[config.mk]
export PLATFORM = sky130hd
export DESIGN_NAME = pdm_core
export DESIGN_NICKNAME = d
export VERILOG_FILES = /design/src/core/pdm_pkg.sv /design/src/core/pdm_spi_if.sv /design/src/core/pdm_core.sv /design/src/core/pdm_spi_shift.sv /design/src/core/pdm_sync.sv
export SDC_FILE = /design/constraint.sdc
export NUM_CORES = 1
export LEC_CHECK = 0
export BUFFER_PORTS_ARGS = -buffer_cell sky130_fd_sc_hd__buf_2
export CAP_MARGIN = 25
export CORE_MARGIN = 2
export CORE_UTILIZATION = 50
export CTS_BUF_LIST = sky130_fd_sc_hd__clkbuf_4
export CTS_CLUSTER_SIZE = 14
export DETAILED_ROUTE_END_ITERATION = 7
export HOLD_SLACK_MARGIN = 0.1
export PLACE_DENSITY_LB_ADDON = 0.1
export SYNTH_ARGS = -nofsm -noshare
export SYNTH_HDL_FRONTEND = slang
export SYNTH_SLANG_ARGS = --single-unit
[constraint.sdc]
create_clock -name sys_clk -period 2.1 [get_ports sys_clk]
set_clock_uncertainty 0.05 [all_clocks]
set_input_delay 0.42 -clock sys_clk [delete_from_list [all_inputs] [get_ports sys_clk]]
set_output_delay 0.42 -clock sys_clk [all_outputs]
set_load 0.01 [all_outputs]
[src/core/pdm_pkg.sv]
// shared constants, field positions and mode encoding for the pre-driver mode sequencer
package pdm_pkg;
  localparam int CMD_W  = 8;
  localparam int PHASES = 3;
  localparam int PIN_W  = 13;

  // command byte fields
  localparam int OPC_MSB  = 7;
  localparam int OPC_LSB  = 5;
  localparam int GRP_BIT  = 4;
  localparam int NIB_MSB  = 3;
  localparam int DATA_MSB = 4;
  localparam int SEL_MSB  = 1;
  localparam int M_DESAT  = 3;
  localparam int M_FULLON = 1;
  localparam int M_LOCK   = 0;

  localparam logic [2:0] OP_NULL = 3'h0;
  localparam logic [2:0] OP_MASK = 3'h1;
  localparam logic [2:0] OP_MODE = 3'h2;
  localparam logic [2:0] OP_CLR  = 3'h3;
  localparam logic [2:0] OP_DEAD = 3'h4;

  // status word 0 / fault latch bit positions
  localparam int FLT_OT    = 0;
  localparam int FLT_DESAT = 1;
  localparam int FLT_UV    = 2;
  localparam int FLT_OC    = 3;
  localparam int FLT_PHASE = 4;
  localparam int FLT_FRAME = 5;
  localparam int FLT_WERR  = 6;
  localparam int FLT_RST   = 7;

  localparam logic [7:0] MASK_RST  = 8'hff;
  localparam logic [7:0] LATCH_RST = 8'h00;
  localparam logic [3:0] NIB_ALL   = 4'hf;
  localparam logic [3:0] NIB_NONE  = 4'h0;

  // status word select
  localparam logic [1:0] SEL_S0   = 2'h0;
  localparam logic [1:0] SEL_MASK = 2'h1;
  localparam logic [1:0] SEL_MODE = 2'h2;
  localparam logic [1:0] SEL_DEAD = 2'h3;

  // pin synchroniser defaults: {en[1:0], ls[2:0], hs_n[2:0], ot, desat, uv, oc, phase}
  localparam logic [PIN_W-1:0] PIN_RST = 13'h00e0;
  localparam logic [2:0]       SPI_RST = 3'h4;

  typedef enum logic [2:0] {
    PDM_STANDBY = 3'h0,
    PDM_INIT    = 3'h1,
    PDM_ENABLE  = 3'h3,
    PDM_FAULT   = 3'h2,
    PDM_SLEEP   = 3'h4
  } pdm_mode_t;
endpackage

[src/core/pdm_spi_if.sv]
// link between the serial shifter and the command core
`timescale 1ns/1ps
interface pdm_spi_if;
  logic                     frame_done;
  logic                     frame_err;
  logic [pdm_pkg::CMD_W-1:0] rx_byte;
  logic                     cs_fall;
  logic [pdm_pkg::CMD_W-1:0] tx_byte;
  logic                     so_bit;
  logic                     so_oe;
  modport shifter (output frame_done, frame_err, rx_byte, cs_fall, so_bit, so_oe, input tx_byte);
  modport core    (input frame_done, frame_err, rx_byte, cs_fall, so_bit, so_oe, output tx_byte);
endinterface

[src/core/pdm_core.sv]
// pre-driver mode sequencer and serial command decoder, top level
// Behaviour
// - reset low keeps the block asleep with gates off under weak pull-down
// - sleep clears fault and serial state and sets all mask bits; logic outputs low except gate hold-off and mode_state, which reads sleep
// - reset high with an enable low gives standby, all gates actively off
// - in standby the serial port works; data out driven only while select low
// - reset and both enables high give initialization, low sides follow inputs
// - after initialization gates follow inputs while enables and reset stay high
// - a high side stays off until its low side has been pulsed
// - protective faults enter fault mode; recovery passes through initialization
// - fault mode turns all drivers actively off, whatever the fault mode setting
// - open inputs default to the states that leave the drivers off
// - the command is the last eight bits of a frame
// - top three bits are the opcode, low five bits the data
// - frames not a multiple of eight bits flag framing error and are dropped
// - first response after reset is status word zero
// - read command returns the selected status word and changes nothing
// - mask commands load the low nibble into group a or b enables
// - interrupt stays up after mask update while unmasked faults remain
// - mode command sets fault mode, full-on mode and lock bit
// - clear commands clear latched faults of group a or b per nibble bit
// - interrupt stays up after a clear while other unmasked faults remain
// - dead-time command programs the dead-time value and returns status zero
// - mask, mode, clear and dead-time commands return status word zero
// - clears act at select rise, only for valid frames and unchanged faults
// - lock is cleared only by reset; locked writes raise write error
// - read sub-select 00 gives status zero, 01 to 11 other internal words
// - group a enables ot, desat, uv, oc; group b phase, frame, write, reset
`timescale 1ns/1ps
module pdm_core (
  input  wire logic                     sys_clk,
  input  wire logic                     nrst,
  input  wire logic                     enable_input_first,
  input  wire logic                     enable_input_second,
  input  wire logic [pdm_pkg::PHASES-1:0] low_side_phase_input,
  input  wire logic [pdm_pkg::PHASES-1:0] high_side_phase_input_n,
  input  wire logic                     sclk,
  input  wire logic                     si,
  input  wire logic                     chip_select_n,
  input  wire logic                     fault_overtemp,
  input  wire logic                     fault_desat,
  input  wire logic                     fault_phase,
  input  wire logic                     gate_drive_supply_undervoltage,
  input  wire logic                     fault_overcurrent,
  output logic      [pdm_pkg::PHASES-1:0] low_side_gate,
  output logic      [pdm_pkg::PHASES-1:0] high_side_gate,
  output logic                          gate_hold_off,
  output logic                          gate_active_off,
  output logic                          interrupt_out,
  output logic                          serial_out,
  output logic                          serial_out_oe,
  output logic      [pdm_pkg::DATA_MSB:0] dead_time_code,
  output logic                          fullon_mode,
  output pdm_pkg::pdm_mode_t            mode_state
);
  import pdm_pkg::*;

  // places a nibble into group a (low) or group b (high) of an eight-bit word
  function automatic logic [7:0] grp_place(input logic grp, input logic [3:0] nib);
    grp_place = grp ? {nib, NIB_NONE} : {NIB_NONE, nib};
  endfunction

  // ================================
  // pin synchronisers
  logic [PIN_W-1:0] pin_s;

  pdm_sync #(.W(PIN_W), .RST_VAL(PIN_RST)) u_pin_sync (
    .sys_clk (sys_clk),
    .nrst    (nrst),
    .d       ({enable_input_first, enable_input_second, low_side_phase_input,
               high_side_phase_input_n, fault_overtemp, fault_desat,
               gate_drive_supply_undervoltage, fault_overcurrent, fault_phase}),
    .q       (pin_s)
  );

  wire              en_both = pin_s[12] & pin_s[11];
  wire [PHASES-1:0] ls_s    = pin_s[10:8];
  wire [PHASES-1:0] hs_on   = ~pin_s[7:5];
  wire              ot_s    = pin_s[4];
  wire              desat_s = pin_s[3];
  wire              uv_s    = pin_s[2];
  wire              oc_s    = pin_s[1];
  wire              phase_s = pin_s[0];

  // ================================
  // serial shifter
  pdm_spi_if spi ();

  pdm_spi_shift u_spi (
    .sys_clk       (sys_clk),
    .nrst          (nrst),
    .sclk          (sclk),
    .si            (si),
    .chip_select_n (chip_select_n),
    .bus           (spi.shifter)
  );

  // ================================
  // registers
  pdm_mode_t        state_reg;
  pdm_mode_t        state_next;
  logic [PHASES-1:0] ls_prev_reg;
  logic [PHASES-1:0] hs_prev_reg;
  logic             ls_seen_reg;
  logic [PHASES-1:0] boot_ok_reg;
  logic [PHASES-1:0] ls_gate_reg;
  logic [PHASES-1:0] hs_gate_reg;
  logic             hold_off_reg;
  logic             active_off_reg;
  logic [7:0]       latch_reg;
  logic [7:0]       snap_reg;
  logic [7:0]       mask_reg;
  logic             desat_mode_reg;
  logic             fullon_reg;
  logic             lock_reg;
  logic [DATA_MSB:0] dead_reg;
  logic [SEL_MSB:0] resp_sel_reg;
  logic             int_reg;

  // ================================
  // command decode
  wire [2:0]        opc   = spi.rx_byte[OPC_MSB:OPC_LSB];
  wire              grp   = spi.rx_byte[GRP_BIT];
  wire [3:0]        nib   = spi.rx_byte[NIB_MSB:0];
  wire              valid = spi.frame_done & ~spi.frame_err;
  wire              is_null = valid & (opc == OP_NULL);
  wire              is_mask = valid & (opc == OP_MASK);
  wire              is_mode = valid & (opc == OP_MODE);
  wire              is_clr  = valid & (opc == OP_CLR);
  wire              is_dead = valid & (opc == OP_DEAD);
  wire              cfg_wr  = is_mask | is_mode | is_dead;
  wire              wr_ok   = ~lock_reg;
  wire              werr_ev = cfg_wr & lock_reg;
  wire              frame_ev = spi.frame_done & spi.frame_err;

  // ================================
  // mode sequencing
  wire in_drive   = (state_reg == PDM_INIT) | (state_reg == PDM_ENABLE);
  // desat and phase errors shut the stage down only while fault mode bit is clear
  wire prot_fault = uv_s | (~desat_mode_reg & (desat_s | phase_s));
  wire ls_toggle  = |(ls_s ^ ls_prev_reg);
  wire hs_toggle  = |(hs_on ^ hs_prev_reg);
  wire [PHASES-1:0] ls_pulse = ls_prev_reg & ~ls_s;
  wire rst_ev     = (state_reg == PDM_SLEEP) | ((state_reg != PDM_STANDBY) & ~en_both);

  always_comb begin
    state_next = state_reg;
    case (state_reg)
      PDM_SLEEP: begin
        state_next = PDM_STANDBY;
      end
      PDM_STANDBY: begin
        if (en_both) begin
          state_next = PDM_INIT;
        end
      end
      PDM_INIT: begin
        if (!en_both) begin
          state_next = PDM_STANDBY;
        end else if (prot_fault) begin
          state_next = PDM_FAULT;
        end else if (ls_seen_reg && hs_toggle) begin
          state_next = PDM_ENABLE;
        end
      end
      PDM_ENABLE: begin
        if (!en_both) begin
          state_next = PDM_STANDBY;
        end else if (prot_fault) begin
          state_next = PDM_FAULT;
        end
      end
      PDM_FAULT: begin
        if (!en_both) begin
          state_next = PDM_STANDBY;
        end else if (!prot_fault) begin
          state_next = PDM_INIT;
        end
      end
      default: begin
        state_next = PDM_SLEEP;
      end
    endcase
  end

  // ================================
  // gate commands
  wire [PHASES-1:0] ls_next = in_drive ? ls_s : '0;
  // without full-on a phase never has both sides on at once
  wire [PHASES-1:0] hs_lock = fullon_reg ? '1 : ~ls_s;
  wire [PHASES-1:0] hs_next = (state_reg == PDM_ENABLE) ? (hs_on & boot_ok_reg & hs_lock) : '0;

  always_ff @(posedge sys_clk or negedge nrst) begin
    if (!nrst) begin
      state_reg      <= PDM_SLEEP;
      ls_prev_reg    <= '0;
      hs_prev_reg    <= '0;
      ls_seen_reg    <= 1'b0;
      boot_ok_reg    <= '0;
      ls_gate_reg    <= '0;
      hs_gate_reg    <= '0;
      hold_off_reg   <= 1'b1;
      active_off_reg <= 1'b0;
    end else begin
      state_reg      <= state_next;
      ls_prev_reg    <= ls_s;
      hs_prev_reg    <= hs_on;
      ls_seen_reg    <= (state_reg == PDM_INIT) & (ls_seen_reg | ls_toggle);
      boot_ok_reg    <= in_drive ? (boot_ok_reg | ls_pulse) : '0;
      ls_gate_reg    <= ls_next;
      hs_gate_reg    <= hs_next;
      hold_off_reg   <= (state_reg == PDM_SLEEP);
      active_off_reg <= (state_reg == PDM_STANDBY) | (state_reg == PDM_FAULT);
    end
  end

  // ================================
  // fault latches, masks and configuration
  wire [7:0] set_vec = {rst_ev, werr_ev, frame_ev, phase_s, oc_s, uv_s, desat_s, ot_s};
  // only bits seen set at select fall can be cleared, so a mid-frame fault survives
  wire [7:0] clr_vec = is_clr ? (grp_place(grp, nib) & snap_reg) : 8'h00;
  wire [7:0] mask_sel = grp_place(grp, NIB_ALL);
  wire [7:0] pend_vec = latch_reg & mask_reg;
  wire       pend     = |pend_vec;

  always_ff @(posedge sys_clk or negedge nrst) begin
    if (!nrst) begin
      latch_reg      <= LATCH_RST;
      snap_reg       <= LATCH_RST;
      mask_reg       <= MASK_RST;
      desat_mode_reg <= 1'b0;
      fullon_reg     <= 1'b0;
      lock_reg       <= 1'b0;
      dead_reg       <= '0;
      resp_sel_reg   <= SEL_S0;
      int_reg        <= 1'b0;
    end else begin
      latch_reg <= (latch_reg & ~clr_vec) | set_vec;
      int_reg   <= pend;
      if (spi.cs_fall) begin
        snap_reg <= latch_reg;
      end
      if (is_mask && wr_ok) begin
        mask_reg <= (mask_reg & ~mask_sel) | grp_place(grp, nib);
      end
      if (is_mode && wr_ok) begin
        desat_mode_reg <= spi.rx_byte[M_DESAT];
        fullon_reg     <= spi.rx_byte[M_FULLON];
        lock_reg       <= spi.rx_byte[M_LOCK];
      end
      if (is_dead && wr_ok) begin
        dead_reg <= spi.rx_byte[DATA_MSB:0];
      end
      if (spi.frame_done) begin
        resp_sel_reg <= is_null ? spi.rx_byte[SEL_MSB:0] : SEL_S0;
      end
    end
  end

  // ================================
  // response word
  wire [7:0] word_mode = {1'b0, state_reg, desat_mode_reg, 1'b0, fullon_reg, lock_reg};
  wire [7:0] word_dead = {3'h0, dead_reg};

  assign spi.tx_byte = (resp_sel_reg == SEL_MASK) ? mask_reg :
                       (resp_sel_reg == SEL_MODE) ? word_mode :
                       (resp_sel_reg == SEL_DEAD) ? word_dead : latch_reg;

  assign low_side_gate   = ls_gate_reg;
  assign high_side_gate  = hs_gate_reg;
  assign gate_hold_off   = hold_off_reg;
  assign gate_active_off = active_off_reg;
  assign interrupt_out   = int_reg;
  assign serial_out      = spi.so_bit;
  assign serial_out_oe   = spi.so_oe;
  assign dead_time_code  = dead_reg;
  assign fullon_mode     = fullon_reg;
  assign mode_state      = state_reg;
endmodule

[src/core/pdm_spi_shift.sv]
// serial slave: samples on rising clock, shifts out on falling clock, msb first
`timescale 1ns/1ps
module pdm_spi_shift (
  input  wire logic   sys_clk,
  input  wire logic   nrst,
  input  wire logic   sclk,
  input  wire logic   si,
  input  wire logic   chip_select_n,
  pdm_spi_if.shifter  bus
);
  import pdm_pkg::*;

  logic [2:0]       pin_s;
  logic             sclk_prev_reg;
  logic             cs_prev_reg;
  logic [CMD_W-1:0] rx_reg;
  logic [CMD_W-1:0] tx_reg;
  logic [2:0]       cnt_reg;
  logic             any_reg;
  logic             done_reg;
  logic             err_reg;

  // unconnected chip select reads high, clock and data low
  pdm_sync #(.W(3), .RST_VAL(SPI_RST)) u_sync (
    .sys_clk (sys_clk),
    .nrst    (nrst),
    .d       ({chip_select_n, sclk, si}),
    .q       (pin_s)
  );

  wire cs_n_s    = pin_s[2];
  wire sclk_s    = pin_s[1];
  wire si_s      = pin_s[0];
  wire sclk_rise = sclk_s & ~sclk_prev_reg & ~cs_n_s;
  wire sclk_fall = ~sclk_s & sclk_prev_reg & ~cs_n_s;
  wire cs_fall_w = cs_prev_reg & ~cs_n_s;
  wire cs_rise_w = ~cs_prev_reg & cs_n_s;

  // ================================
  // shift registers
  always_ff @(posedge sys_clk or negedge nrst) begin
    if (!nrst) begin
      sclk_prev_reg <= 1'b0;
      cs_prev_reg   <= 1'b1;
      rx_reg        <= '0;
      tx_reg        <= '0;
      cnt_reg       <= 3'h0;
      any_reg       <= 1'b0;
      done_reg      <= 1'b0;
      err_reg       <= 1'b0;
    end else begin
      sclk_prev_reg <= sclk_s;
      cs_prev_reg   <= cs_n_s;
      done_reg      <= cs_rise_w;
      // a count that is not a whole number of bytes, or an empty frame, is refused
      if (cs_rise_w) begin
        err_reg <= (cnt_reg != 3'h0) | ~any_reg;
      end
      if (cs_fall_w) begin
        tx_reg  <= bus.tx_byte;
        cnt_reg <= 3'h0;
        any_reg <= 1'b0;
      end else begin
        // only the last eight bits stay, earlier ones pass on down the chain
        if (sclk_rise) begin
          rx_reg  <= {rx_reg[CMD_W-2:0], si_s};
          cnt_reg <= cnt_reg + 3'h1;
          any_reg <= 1'b1;
        end
        if (sclk_fall) begin
          tx_reg <= {tx_reg[CMD_W-2:0], rx_reg[0]};
        end
      end
    end
  end

  assign bus.frame_done = done_reg;
  assign bus.frame_err  = err_reg;
  assign bus.rx_byte    = rx_reg;
  assign bus.cs_fall    = cs_fall_w;
  assign bus.so_bit     = tx_reg[CMD_W-1];
  assign bus.so_oe      = ~cs_prev_reg;
endmodule

[src/core/pdm_sync.sv]
// two-flop synchroniser with a per-bit reset level
`timescale 1ns/1ps
module pdm_sync #(
  parameter int         W       = 1,
  parameter logic [W-1:0] RST_VAL = '0
) (
  input  wire logic         sys_clk,
  input  wire logic         nrst,
  input  wire logic [W-1:0] d,
  output logic      [W-1:0] q
);
  logic [W-1:0] meta_reg;
  logic [W-1:0] q_reg;

  always_ff @(posedge sys_clk or negedge nrst) begin
    if (!nrst) begin
      meta_reg <= RST_VAL;
      q_reg    <= RST_VAL;
    end else begin
      meta_reg <= d;
      q_reg    <= meta_reg;
    end
  end

  assign q = q_reg;
endmodule

Word-level counts from Yosys, hierarchy flattened
Cells that the tools add are included.
{ "word_totals": {"reg_bits": 112, "inputBits": 18, "output_inout_bits": 20, "wordCells": 140} }
{ "classes": {"addsub": 1, "eq_ne": 15, "mux": 26, "bitwise_logic": 53, "n_reduce_logical": 15} }
{ "op_table": {"columns": ["operator", "count"], "rows": [
  ["$mux 8", 8],
  ["$mux 3", 14],
  ["$and 8x8->8", 4],
  ["$and 1x1->1", 18],
  ["$not 8->8", 2],
  ["$or 8x8->8", 2],
  ["$pmux 3 s5", 1],
  ["$eq 3x2->1 const B", 4],
  ["$not 1->1", 10],
  ["$and 3x3->3", 3],
  ["$or 1x1->1", 9],
  ["$reduce_or 8->1", 1],
  ["$eq 3x1->1 const B", 2],
  ["$eq 3x3->1 const B", 2],
  ["$logic_not 3->1", 2],
  ["$ne 3x3->1 const B", 2],
  ["$not 3->3", 2],
  ["$reduce_bool 3->1", 2],
  ["$reduce_or 3->1", 2],
  ["$xor 3x3->3", 2],
  ["$eq 2x2->1 const B", 2],
  ["$logic_and 1x1->1", 4],
  ["$ne 4x3->1 const B", 1],
  ["$reduce_and 4->1", 1],
  ["8 further kinds", 10]
]} }

Logic depth before layout (Yosys ltp)
{ "logic_depth": {"depth_word": 8, "ltp_mapped": 5, "ltp_nobuf": 5} }

Hierarchy
A second synthesis with hierarchy kept.
{ "unflattened": {"hier_cells": 311, "area_unflattened_um2": 4337.9} }
{ "by_module_without_submodules": {"columns": ["module", "instances", "cells_each", "area_each_um2", "seq_area_each_um2"], "rows": [
  ["pdm_core", 1, 194, 2473.6, 1413.9],
  ["pdm_spi_shift", 1, 85, 1053.5, 601.8],
  ["pdm_sync at u_pin_sync", 1, 26, 658.1, 658.1],
  ["pdm_sync at u_spi.u_sync", 1, 6, 152.6, 152.6]
]} }

Least setup slack after synthesis
OpenSTA, ideal clock, no wires.
{ "synth_path": {"path_type": "flip-flop to flip-flop", "from": "register resp_sel_reg[1]", "to": "register u_spi.tx_reg[4]", "setup_time_ps": 126, "arrival_time_ps": 1333, "t_required_ps": 1924, "slack_ps": 591, "path_stages_with_launch": 4, "n_path_buf": 1, "period_less_slack_ps": 1509, "cell_sequence": "dfrtp_1 -> buf_2 -> mux4_2 -> a221o_1"} }
{ "synth_between": {"elab_chain_cells": 5, "elab_cells_between_ends": 7, "classes_between": "eq/ne (3); mux (4)"} }
{ "synth_rtl": {"columns": ["element", "line", "rtl"], "rows": [
  ["from (decl)", "pdm_core.sv:117", "logic [SEL_MSB:0] resp_sel_reg;"],
  ["from (signal assigned)", "pdm_core.sv:255", "resp_sel_reg <= is_null ? spi.rx_byte[SEL_MSB:0] : SEL_S0;"],
  ["$eq 2x2->1", "pdm_core.sv:267", "(resp_sel_reg == SEL_DEAD) ? word_dead : latch_reg;"],
  ["$mux 8", "pdm_core.sv:267", null],
  ["$mux 8", "pdm_core.sv:266", "(resp_sel_reg == SEL_MODE) ? word_mode :"],
  ["$mux 8 *", "pdm_core.sv:265", "assign spi.tx_byte = (resp_sel_reg == SEL_MASK) ? mask_reg :"],
  ["$mux 8 *", "pdm_spi_shift.sv:59", "if (cs_fall_w) begin"],
  ["to (signal assigned)", "pdm_spi_shift.sv:60", "tx_reg <= bus.tx_byte;"],
  ["to (signal assigned)", "pdm_spi_shift.sv:71", "tx_reg <= {tx_reg[CMD_W-2:0], rx_reg[0]};"],
  ["to (decl)", "pdm_spi_shift.sv:17", "logic [CMD_W-1:0] tx_reg;"]
]} }
Every way passes the cells marked *; elsewhere a longest branch is shown, timed or not.
A chain may end at the register's enable or synchronous reset.

Worst setup path after layout
{ "layout_path": {"from": "register u_spi.cs_prev_reg", "to": "output serial_out_oe"} }
{ "layout_between": {"elab_chain_cells": 1} }
{ "layout_rtl": {"columns": ["element", "line", "rtl"], "rows": [
  ["from (decl)", "pdm_spi_shift.sv:15", "logic cs_prev_reg;"],
  ["from (signal assigned)", "pdm_spi_shift.sv:53", "cs_prev_reg <= cs_n_s;"],
  ["$not 1->1", "pdm_spi_shift.sv:82", "assign bus.so_oe = ~cs_prev_reg;"],
  ["to (decl)", "pdm_core.sv:51", "output logic serial_out_oe,"]
]} }
No other way between the ends.

==> metrics.md <==
| Metric | Value |
|---|---|
| Maxcap violations | `0` |
| Starting Density | `0.518` |
| Ys Warns | `0` |
| Sequential area share after synthesis | `0.661` |
| Iter 0 DRT Violations | `approximately 150` |
| Net count after synthesis | `approximately 360` |
| Hold Fails Final Rpt | `0` |
| Mapped Area | `~4300 um^2` |
| Power per cell area | `804 nW/um^2` |
| Post-Syn Instances | `333` |
| CTS tree | `yes` |
| P&R area growth vs syn | `15.0%` |
| Grt total ovfl | `0` |
| Post-Route WL | `around 8400 um` |
| Slew Viols, Final | `0` |
| HPWL Detailed | `between 5000 and 6000 um` |
| Synth Register Bits | `112` |
| Setup crit end kind | `output port` |
| Met2 WL post-DR | `~3900 um` |
| Worst Max-Slew Pin Slew | `around 0.49 ns` |
| Worst Setup Path Type | `reg -> out` |
| Met1 Wirelength | `4110 um` |
| CP max stage delay | `0.67 ns` |
| Slowest CP cell | `dfstp_2` |
| Ys async rst share | `1.00` |
| Syn Area/Cell | `about 13 um^2` |
| Multi-input gate area | `around 1400 um^2` |
| Slew headroom | `0.675` |
| FILL cells | `roughly 700` |
| Final-report setup violation count | `0` |
| Drt drc | `0` |
| Initial antenna violation count | `0` |
| Number of synthesized flops with an enable pin | `0` |
| GP Congestion | `between 0.8 and 0.9` |
| Post-CTS Repair Setup Buffers | `0` |
| Port buffer count | `37` |
| Synth cell types | `50` |
| Worst-skew pair later-pin latency | `0.46 ns` |
| WL met3 | `between 300 and 400 um` |
| Buffer depth of the longest clock path | `2` |
| Reg area | `between 2000 and 3000 um^2` |
| Static leakage | `0.00224 uW` |
| Pre-CTS WS | `around 0.38 ns` |
| Max frequency | `~550 MHz` |
| Max FO, Critical Path | `8` |
| First-pass GRT wire length | `~14000 um` |
| Core Util, Final | `0.596` |
| Site row count | `33` |
| Routed vias/inst | `roughly 5.3` |
| Top cell type by total area after synthesis | `dfrtp_1` |
| Worst EP arrival | `between 1 and 1.5 ns` |
| Yosys top cell area share | `0.544` |
| Vias after detailed routing | `around 2.7k` |
| GRT Total Usage | `0.205` |
| CP required | `1.63 ns` |
| Routed WL per cell | `around 17 um` |
| CTS buffer count | `9` |
| Placeable core region | `between 8000 and 9000 um^2` |
| Worst VDD drop | `approximately 0.57 mV` |
| Commonest register cell after synthesis | `dfrtp_1` |
| Die X | `96.5 um` |
| Max H-tree Level | `3` |
| Setup TNS Final | `0 ns` |
| Root Buffer | `clkbuf_4` |
| Final Power | `about 4000 uW` |
| Commonest cells post-synth | `dfrtp_1, nand2_1, nor2_1, mux2_2, dfstp_2` |
| R2r setup slk | `roughly 0.33 ns` |
| Post-layout min period | `between 1.5 and 2 ns` |
| Drt first pass iters | `4` |
| CTS sink cnt | `between 100 and 150` |
| Vias in the first global route | `about 2.7k` |
| Final #Nets | `roughly 420` |
| Most frequent cell after synthesis | `dfrtp_1` |
| Clock slew at reported path FFs | `between 0.15 and 0.2 ns` |
| Ports | `38` |
| Die Area | `9310 um^2` |
| Largest net degree at the start of global routing | `47` |
| Unrepaired setup endpoints after global routing | `no` |
| DIE HEIGHT | `approximately 96 um` |
| Final period utilization | `0.867` |
| Worst min path class | `reg -> reg` |
| Fin Hold WS | `around 0.32 ns` |
| Outcome | `finished clean` |
| Layout cells sized above 1 | `0.264` |
| Max Used Layer | `met4` |
| Startpoint Class | `flop` |
| Top post-synthesis cells by area | `dfrtp_1, dfstp_2, mux2_2` |
| Antenna fix cells | `0` |
| Antenna Nets Post-Route | `0` |
| Cell-by-cell trace of the critical path | `inv_2 -> buf_2` |
| Final WS setup | `0.280 ns` |
metrics by stage:
| step | cell area (um^2) | instances |
|---|---|---|
| after floorplan | 4280 | 333 |
| after global placement | 4610 | 470 |
| after detailed placement | 4610 | 470 |
| after CTS | 4920 | 503 |
| after global routing | 4920 | 503 |
| final | 4920 | 503 |
where the power goes:
part / internal [uW] / switching [uW]
clock network: 389 / 670
registers: 2320 / 196
logic: 193 / 187
total: 2900 / 1050
routing by layer:
| metal | global-route usage | up-vias |
|---|---|---|
| li1 | - | 1275 |
| met1 | 0.300 | 1334 |
| met2 | 0.310 | 53 |
| met3 | 0.0512 | 8 |
| met4 | 0.0552 | 0 |
| met5 | 0 | - |
cells by family after synthesis:
group,synth area share
DFF,0.661
AOI/OAI and AO/OA,0.0807
and+or+nand+nor,0.125
buffers and inverters,0.0219
xor gates and xnor gates,0.00819
muxes,0.0883
adders and majority gates,0.0146
worst max-delay path, delay by kind of cell (launching register included):
kind	cells	cell delay (ns)
DFF	1	0.67
buffers and inverters	2	0.23
cell usage in the layout (no fill, tap or decap), types with 13 or more instances in the layout:
master / instances
nor2_1: 29
mux2_2: 20
a21oi_1: 14
buf_2: 36
dlygate4sd3_1: 17
dfrtp_1: 93
nand2_1: 37
dfstp_2: 19
inv_1: 13
what timing repair did:
item | in CTS | in global routing
hold buffers | 17 | 0
resized for setup | 0 | 0
hold endpoints to repair | 40 | 0
final timing paths:
check | start | endpoint | cells past startpoint
worst max-delay path | u_spi.cs_prev_reg | serial_out_oe | 2
worst min-delay path | u_pin_sync.meta_reg[0] | u_pin_sync.q[0] | 0
worst max register to register | u_spi.u_sync.q[2] | u_spi.tx_reg[0] | 4
worst min register to register | u_pin_sync.meta_reg[0] | u_pin_sync.q[0] | 0
max in group asynchronous | nrst | asynchronous set/reset pin | 3
min in group asynchronous | nrst | dead_time_code[4] | 2
area by class of cell:
cell class,instances,share of cell area
timing repair buffer,58,0.0839
clock buffer,11,0.0168
clock inverter,5,0.0117
sequential,112,0.574
tap,105,0.0267
inverter,14,0.0107
multi-input combinational,198,0.276
(Power assumes the default switching activity.)
